[src/logic/pfr_pkg.sv]
package pfr_pkg;

    // flag register width and bit positions
    localparam int FLAG_W   = 8;
    localparam int BIT_EE   = 7;
    localparam int BIT_CONV = 6;
    localparam int BIT_RX   = 5;
    localparam int BIT_TX   = 4;
    localparam int BIT_SSP  = 3;
    localparam int BIT_CCP  = 2;
    localparam int BIT_T2   = 1;
    localparam int BIT_T1   = 0;

    typedef logic [FLAG_W-1:0] pfr_flags_t;

    // byte addresses on the register bus
    localparam logic [7:0] FLAGS_OFS = 8'h0C;
    localparam logic [7:0] MASK_OFS  = 8'h10;
    localparam logic [7:0] PEND_OFS  = 8'h14;

    // reset values
    localparam pfr_flags_t FLAGS_RST = 8'h00;
    localparam pfr_flags_t MASK_RST  = 8'h00;
    localparam pfr_flags_t PEND_RST  = 8'h00;

    // bits that software may write, and bits that mirror live levels
    localparam pfr_flags_t SW_BITS = 8'hCF;
    localparam pfr_flags_t RO_BITS = 8'h30;
    localparam pfr_flags_t EE_BIT  = 8'h80;
    localparam pfr_flags_t NONE    = 8'h00;

endpackage

[src/logic/pfr_reg_if.sv]
`timescale 1ns/100ps
interface pfr_reg_if #(
    parameter int AW = 8
);
    logic                wr;
    logic                rd;
    logic [AW-1:0]       addr;
    pfr_pkg::pfr_flags_t wdata;
    pfr_pkg::pfr_flags_t rdata;
    logic                hit;

    modport bus
    (
        output wr,
        output rd,
        output addr,
        output wdata,
        input  rdata,
        input  hit
    );

    modport core
    (
        input  wr,
        input  rd,
        input  addr,
        input  wdata,
        output rdata,
        output hit
    );
endinterface

[src/logic/pfr_flag_cell.sv]
`timescale 1ns/100ps
module pfr_flag_cell #(
    parameter int          W   = 8,
    parameter logic [W-1:0] RST = '0
) (
    // clock and reset
    input  wire logic         clk_sys,
    input  wire logic         rstn,
    // set and clear strobes, set wins
    input  wire logic [W-1:0] set,
    input  wire logic [W-1:0] clr,
    // stored flags
    output logic      [W-1:0] q
);
    initial
    begin
        if (W < 1)
            $error("pfr_flag_cell: W must be at least 1");
    end

    // a set in the same cycle as a clear is kept
    always_ff @(posedge clk_sys)
    begin
        if (!rstn)
            q <= RST;
        else
            q <= (q & ~clr) | set;
    end
endmodule

[src/logic/pfr_apb_slave.sv]
`timescale 1ns/100ps
module pfr_apb_slave #(
    parameter int AW = 8
) (
    // clock and reset
    input  wire logic          clk_sys,
    input  wire logic          rstn,
    // apb
    input  wire logic          psel,
    input  wire logic          penable,
    input  wire logic          pwrite,
    input  wire logic [AW-1:0] paddr,
    input  wire logic [31:0]   pwdata,
    output logic      [31:0]   prdata,
    output logic               pready,
    output logic               pslverr,
    // register side
    pfr_reg_if.bus             rif
);
    logic setup;
    logic miss_q;

    initial
    begin
        if (AW < 5)
            $error("pfr_apb_slave: AW too small for the register map");
    end

    // zero wait states: every access phase completes at once
    assign setup     = psel & ~penable;
    assign pready    = 1'b1;
    assign rif.wr    = psel & penable & pwrite;
    assign rif.rd    = setup & ~pwrite;
    assign rif.addr  = paddr;
    assign rif.wdata = pwdata[pfr_pkg::FLAG_W-1:0];
    assign pslverr   = psel & penable & miss_q;

    // read data is caught at the setup edge so that it comes from a flop
    always_ff @(posedge clk_sys)
    begin
        if (!rstn)
        begin
            prdata <= 32'h0000_0000;
            miss_q <= 1'b0;
        end
        else if (setup)
        begin
            prdata <= pwrite ? 32'h0000_0000 : {24'h00_0000, rif.rdata};
            miss_q <= ~rif.hit;
        end
    end
endmodule

[src/logic/pfr_top.sv]
`timescale 1ns/100ps
// How it works
// - a source event sets its request flag, which then stays set until cleared.
// - no enable bit, per source or global, takes part in setting a flag.
// - the flag register answers at byte address 0x0C; its stored bits are zero after reset, bits 5 and 4 show the serial levels.
// - bit 7 sets when an eeprom write ends and reads zero while a write runs.
// - bit 6 sets when a conversion ends and only a software write of zero clears it.
module pfr_top #(
    parameter int AW = 8
) (
    // clock and reset
    input  wire logic          clk_sys,
    input  wire logic          rstn,
    // apb
    input  wire logic          psel,
    input  wire logic          penable,
    input  wire logic          pwrite,
    input  wire logic [AW-1:0] paddr,
    input  wire logic [31:0]   pwdata,
    output logic      [31:0]   prdata,
    output logic               pready,
    output logic               pslverr,
    // eeprom write status
    input  wire logic          ee_write_busy,
    input  wire logic          ee_write_done,
    // converter
    input  wire logic          conv_done,
    // serial port levels
    input  wire logic          rx_full,
    input  wire logic          tx_empty,
    // other event pulses
    input  wire logic          sync_serial_done,
    input  wire logic          capcomp_event,
    input  wire logic          timer_two_match,
    input  wire logic          timer_one_overflow,
    // flag view and interrupt
    output logic      [7:0]    peripheral_request_flags_one,
    output logic               irq
);
    pfr_reg_if #(.AW(AW)) rif ();

    pfr_pkg::pfr_flags_t ev_set;
    pfr_pkg::pfr_flags_t pend_ev;
    pfr_pkg::pfr_flags_t flag_set;
    pfr_pkg::pfr_flags_t flag_clr;
    pfr_pkg::pfr_flags_t flag_q;
    pfr_pkg::pfr_flags_t flags_rd;
    pfr_pkg::pfr_flags_t pend_clr;
    pfr_pkg::pfr_flags_t pend_q;
    pfr_pkg::pfr_flags_t mask_q;
    logic                wr_flags;
    logic                wr_mask;
    logic                wr_pend;
    logic                rx_full_q;
    logic                tx_empty_q;

    initial
    begin
        if (AW < 5)
            $error("pfr_top: AW too small for the register map");
    end

    pfr_apb_slave #(.AW(AW)) u_bus (
        .clk_sys (clk_sys),
        .rstn    (rstn),
        .psel    (psel),
        .penable (penable),
        .pwrite  (pwrite),
        .paddr   (paddr),
        .pwdata  (pwdata),
        .prdata  (prdata),
        .pready  (pready),
        .pslverr (pslverr),
        .rif     (rif.bus)
    );

    // address decode
    assign wr_flags = rif.wr && (rif.addr == AW'(pfr_pkg::FLAGS_OFS));
    assign wr_mask  = rif.wr && (rif.addr == AW'(pfr_pkg::MASK_OFS));
    assign wr_pend  = rif.wr && (rif.addr == AW'(pfr_pkg::PEND_OFS));

    always_comb
    begin
        rif.hit   = 1'b1;
        rif.rdata = pfr_pkg::NONE;
        if (rif.addr == AW'(pfr_pkg::FLAGS_OFS))
            rif.rdata = flags_rd;
        else if (rif.addr == AW'(pfr_pkg::MASK_OFS))
            rif.rdata = mask_q;
        else if (rif.addr == AW'(pfr_pkg::PEND_OFS))
            rif.rdata = pend_q;
        else
            rif.hit = 1'b0;
    end

    // source events; no enable of any kind is looked at here
    always_comb
    begin
        ev_set                    = pfr_pkg::NONE;
        ev_set[pfr_pkg::BIT_EE]   = ee_write_done;
        ev_set[pfr_pkg::BIT_CONV] = conv_done;
        ev_set[pfr_pkg::BIT_SSP]  = sync_serial_done;
        ev_set[pfr_pkg::BIT_CCP]  = capcomp_event;
        ev_set[pfr_pkg::BIT_T2]   = timer_two_match;
        ev_set[pfr_pkg::BIT_T1]   = timer_one_overflow;
    end

    // software may write ones or zeros to the writable bits; events still win
    always_comb
    begin
        flag_set = ev_set;
        flag_clr = pfr_pkg::RO_BITS;
        if (wr_flags)
        begin
            flag_set = flag_set | (rif.wdata & pfr_pkg::SW_BITS);
            flag_clr = flag_clr | (~rif.wdata & pfr_pkg::SW_BITS);
        end
        // a running write holds bit 7 at zero against software; only its own end sets it
        if (ee_write_busy)
        begin
            flag_set = (flag_set & ~pfr_pkg::EE_BIT) | ev_set;
            flag_clr = flag_clr | pfr_pkg::EE_BIT;
        end
    end

    pfr_flag_cell #(
        .W   (pfr_pkg::FLAG_W),
        .RST (pfr_pkg::FLAGS_RST)
    ) u_flags (
        .clk_sys (clk_sys),
        .rstn    (rstn),
        .set     (flag_set),
        .clr     (flag_clr),
        .q       (flag_q)
    );

    // serial bits are live levels, so writes cannot disturb them
    always_comb
    begin
        flags_rd                  = flag_q & pfr_pkg::SW_BITS;
        flags_rd[pfr_pkg::BIT_RX] = rx_full;
        flags_rd[pfr_pkg::BIT_TX] = tx_empty;
    end

    assign peripheral_request_flags_one = flags_rd;

    // level edges turn the serial levels into interrupt events
    always_ff @(posedge clk_sys)
    begin
        if (!rstn)
        begin
            rx_full_q  <= 1'b0;
            // empty is the idle level of the transmitter, so reset must not look like an edge
            tx_empty_q <= 1'b1;
        end
        else
        begin
            rx_full_q  <= rx_full;
            tx_empty_q <= tx_empty;
        end
    end

    always_comb
    begin
        pend_ev                  = ev_set;
        pend_ev[pfr_pkg::BIT_RX] = rx_full & ~rx_full_q;
        pend_ev[pfr_pkg::BIT_TX] = tx_empty & ~tx_empty_q;
    end

    // pending bits clear by writing one; an event in that cycle survives
    assign pend_clr = wr_pend ? rif.wdata : pfr_pkg::NONE;

    pfr_flag_cell #(
        .W   (pfr_pkg::FLAG_W),
        .RST (pfr_pkg::PEND_RST)
    ) u_pend (
        .clk_sys (clk_sys),
        .rstn    (rstn),
        .set     (pend_ev),
        .clr     (pend_clr),
        .q       (pend_q)
    );

    always_ff @(posedge clk_sys)
    begin
        if (!rstn)
            mask_q <= pfr_pkg::MASK_RST;
        else if (wr_mask)
            mask_q <= rif.wdata;
    end

    assign irq = |(pend_q & mask_q);
endmodule

[config.mk]
export PLATFORM = sky130hd
export DESIGN_NAME = pfr_top
export DESIGN_NICKNAME = d
export VERILOG_FILES = /design/src/logic/pfr_pkg.sv /design/src/logic/pfr_reg_if.sv /design/src/logic/pfr_flag_cell.sv /design/src/logic/pfr_apb_slave.sv /design/src/logic/pfr_top.sv
export SDC_FILE = /design/constraint.sdc
export NUM_CORES = 1
export LEC_CHECK = 0
export BUFFER_PORTS_ARGS = -buffer_cell sky130_fd_sc_hd__clkbuf_2
export CAP_MARGIN = 10
export CORE_MARGIN = 1.5
export CORE_UTILIZATION = 37
export CTS_BUF_LIST = sky130_fd_sc_hd__clkbuf_8 sky130_fd_sc_hd__clkbuf_16
export DETAILED_ROUTE_END_ITERATION = 16
export PLACE_DENSITY_LB_ADDON = 0.25
export RECOVER_POWER = 100
export SETUP_SLACK_MARGIN = 0.1
export SYNTH_ARGS = -nofsm -noshare
export SYNTH_HDL_FRONTEND = slang
export SYNTH_SLANG_ARGS = --single-unit
[constraint.sdc]
create_clock -name clk_sys -period 3.97 [get_ports clk_sys]
set_input_delay 0.794 -clock clk_sys [delete_from_list [all_inputs] [get_ports clk_sys]]
set_output_delay 0.794 -clock clk_sys [all_outputs]
set_load 0.005 [all_outputs]
==> flow_metrics.py <==
metrics = {
    "placed_design": {
        "hpwl_mm": 2.87,
        "io_buffers": 47,
        "place.gp.congestion": 0.734,
    },
    "logic_synthesis": {
        "ys_seq_elements": 33,
        "yosysWarnings": 0,
        "yosys.area_share.adder": 0,
        "avgSynthCellArea_um2": 8.41,
        "postSynthCellCount": 217,
        "synthSimpleGateAreaFrac": 0.222,
        "synthXorXnorAreaFrac": 0,
        "synth_mux_area_frac": 0.0219,
        "synthArstFlopShare": 0,
        "synth_compound_area_frac": 0.235,
        "synthFlopType": "dfxtp_1",
        "synth_area_um2": 1820,
        "synth_top_family_by_area": "compound AO/OA/AOI/OAI gates",
        "synth_cell_types": 40,
        "yosysSeqAreaShare": 0.362,
        "synth_edf_count": 0,
    },
    "layout": {
        "drive_above_1_share": 0.195,
        "final.fill_count": 517,
        "final_nets": 310,
        "antennaDiodeCount": 0,
        "area.growth.synth_to_final_pct": 10.8,
    },
    "clock_network": {
        "cts_buffer_depth": 2,
        "cts.clk_slew.worst_paths_ns": 0.06,
        "cts_tree": "built",
        "h-tree-depth": 2,
        "cts_sinks": 33,
        "clk_latency_ns": 0.29,
        "post_cts_buffers": 0,
        "cts_hold_buf": 0,
        "cts_resized": 0,
        "cts_buffers": 5,
        "cts_root_buf": "clkbuf_8",
    },
    "sta": {
        "setup_violations": 0,
        "fin_setup_tns_ns": 0,
        "finalHoldViolations": 0,
        "fin_hold_ws_ns": 0.470,
        "max_freq_ghz": 0.412,
        "final-max-slew-violation-count": 42,
        "clock_skew_ns": 0.00762,
        "period_share": 0.612,
        "relSlewSlack": -0.0283,
        "fin_crit_ns": 2.43,
        "worstMarginPinSlew_ns": 1.54,
        "rsz0062_at_grt": "no",
    },
    "route": {
        "drc_errors": 0,
        "num_vias": 1548,
        "viasPerCell": 4.79,
        "drt_pre_antenna_iters": 4,
        "drtIter0Drc": 49,
        "drt-total-wl_mm": 3.88,
        "routedWlPerCell_um": 12.0,
        "postRouteAntennaNets": 0,
    },
    "critical_path": {
        "crit_type": "in -> reg",
        "critical_path_peak_fanout": 16,
        "r2r-start": "u_pend.q[2]",
        "worstSetupEndpointType": "flop",
        "start_kind": "primary input",
        "reg2reg_to": "u_bus.prdata[2]",
        "critPathSlowestCell": "or4_1",
        "crit_required_ns": 4.12,
        "crit_start": "paddr[1]",
        "slowest_delay_ns": 0.81,
        "worstPathCellList": "clkbuf_2, or4_1, or4_1, nand3_1, o21ai_0",
        "critPathArrivalTime_ns": 2.58,
        "setup.worst_path.end": "mask_q[3]",
        "r2r_setup_slack_ns": 2.98,
        "cp_common_cell": "or4_1",
        "rr_worst_depth": 3,
    },
    "global_route": {
        "use_met2": 0.220,
        "grt_pass1_vias": 1352,
        "grt-ovfl-total": 0,
        "grt_usage": 0.159,
        "grt_pass1_wl_mm": 6.40,
        "grt-busiest-layer": "met1",
        "antenna_found_initial": 0,
        "grt.met3_usage": 0.0580,
        "grt_max_degree": 42,
        "met1_usage": 0.225,
    },
    "run_status": {
        "outcome": "finished with violations",
        "violations": "capacitance limit, slew limit",
    },
    "die": {
        "coreArea_um2": 4720,
        "initial_core_util": 0.386,
        "die_x_um": 73.2,
        "die_h_um": 73.2,
        "rows": 25,
        "die_area_um2": 5360,
        "io_pins": 97,
    },
    "worst_hold_path": {
        "hold_path_class": "reg -> reg",
        "hp-start": "u_bus.prdata[0]",
    },
    "power_and_ir_drop": {
        "power_density_nw_per_um2": 341,
        "vdd.ir_drop.worst_mv": 0.146,
        "power_leakage_uw": 0.000857,
    },
    "flow_run": {
        "drv_cap": 1,
    },
}
==> critical path, delay by kind of cell <==
kind,cells,cell delay [ns]
simple gates,3,1.60
compound gates,1,0.10
buf+inv,1,0.07
==> synthesized netlist by cell type, types with 5 or more instances <==
library cell | number | area [um^2]
a22oi_1 | 8 | 60.1
a21oi_1 | 6 | 30.0
dfxtp_1 | 33 | 661
nor2b_1 | 12 | 75.1
nand2_1 | 15 | 56.3
clkbuf_1 | 8 | 30.0
buf_4 | 27 | 203
o21ai_2 | 8 | 70.1
o21ai_0 | 13 | 65.1
o311a_1 | 5 | 50.1
nor2_1 | 6 | 22.5
nand3_1 | 7 | 35.0
a31oi_1 | 6 | 37.5
inv_1 | 6 | 22.5
nor3_1 | 9 | 45.0
==> logic make-up after synthesis <==
| logic type | Yosys count |
|---|---|
| and+or+nand+nor | 72 |
| AOI/OAI and AO/OA | 60 |
| buffers and inverters | 46 |
| DFF | 33 |
| muxes | 4 |
| other | 2 |
==> through the flow <==
stage,instances,util,area (um^2),worst slack (ns),power [uW]
finish,323,0.428,2020,1.54,689
global route,323,0.428,2020,1.39,725
CTS,323,0.437,2070,1.51,698
detailed placement,316,0.419,1980,1.20,446
global placement,316,0.419,1980,1.21,445
floorplan,240,-,1910,1.60,429
==> worst min-delay path by stage <==
stage,endpoint,cells after the start
2_1_floorplan,mask_q[6],2
3_3_place_gp,mask_q[6],2
3_5_place_dp,u_bus.prdata[1],1
4_1_cts,mask_q[6],2
5_1_grt,u_bus.prdata[0],1
6_report,u_bus.prdata[0],1
==> where the power goes <==
part / total, uW / switching, uW / leakage, uW / internal (uW)
combinational: 82.8 / 47.3 / 0.000538 / 35.5
clock: 252 / 117 / 0.0000485 / 135
sequential: 354 / 11.1 / 0.000271 / 343
==> layout make-up <==
cell class	count	area [um^2]	share of cell area
flip-flops and latches	33	661	0.327
multi-input cells	161	931	0.461
well taps	67	83.8	0.0415
inverters	7	26.3	0.0130
clock buffers	6	82.6	0.0409
clock inverters	1	3.75	0.00186
repair buffers	48	233	0.115
==> placed cells by master, fill, tap and decap left out, drive strengths merged, types with 7 or more instances in the layout <==
master,synthesis,final
a22oi,8,8
clkbuf,8,53
conb,2,25
dfxtp,33,33
inv,6,7
nand2,15,15
nand3,9,9
nor2b,12,12
nor3,9,9
o21ai,21,21
==> registers in the layout, indices dropped and copies added, names as in the netlist <==
name / flops
u_bus.miss_q: 1
u_pend.q: 8
u_flags.q: 6
rx_full_q: 1
mask_q: 8
tx_empty_q: 1
u_bus.prdata: 8
==> metal layers <==
| metal | wire [um] | vias to the layer above |
|---|---|---|
| met2 | 1510 | 58 |
| li1 | - | 808 |
| met1 | 1980 | 675 |
| met5 | 0 | - |
| met4 | 90 | 0 |
| met3 | 287 | 7 |
Power figures use the tool's default switching activity.
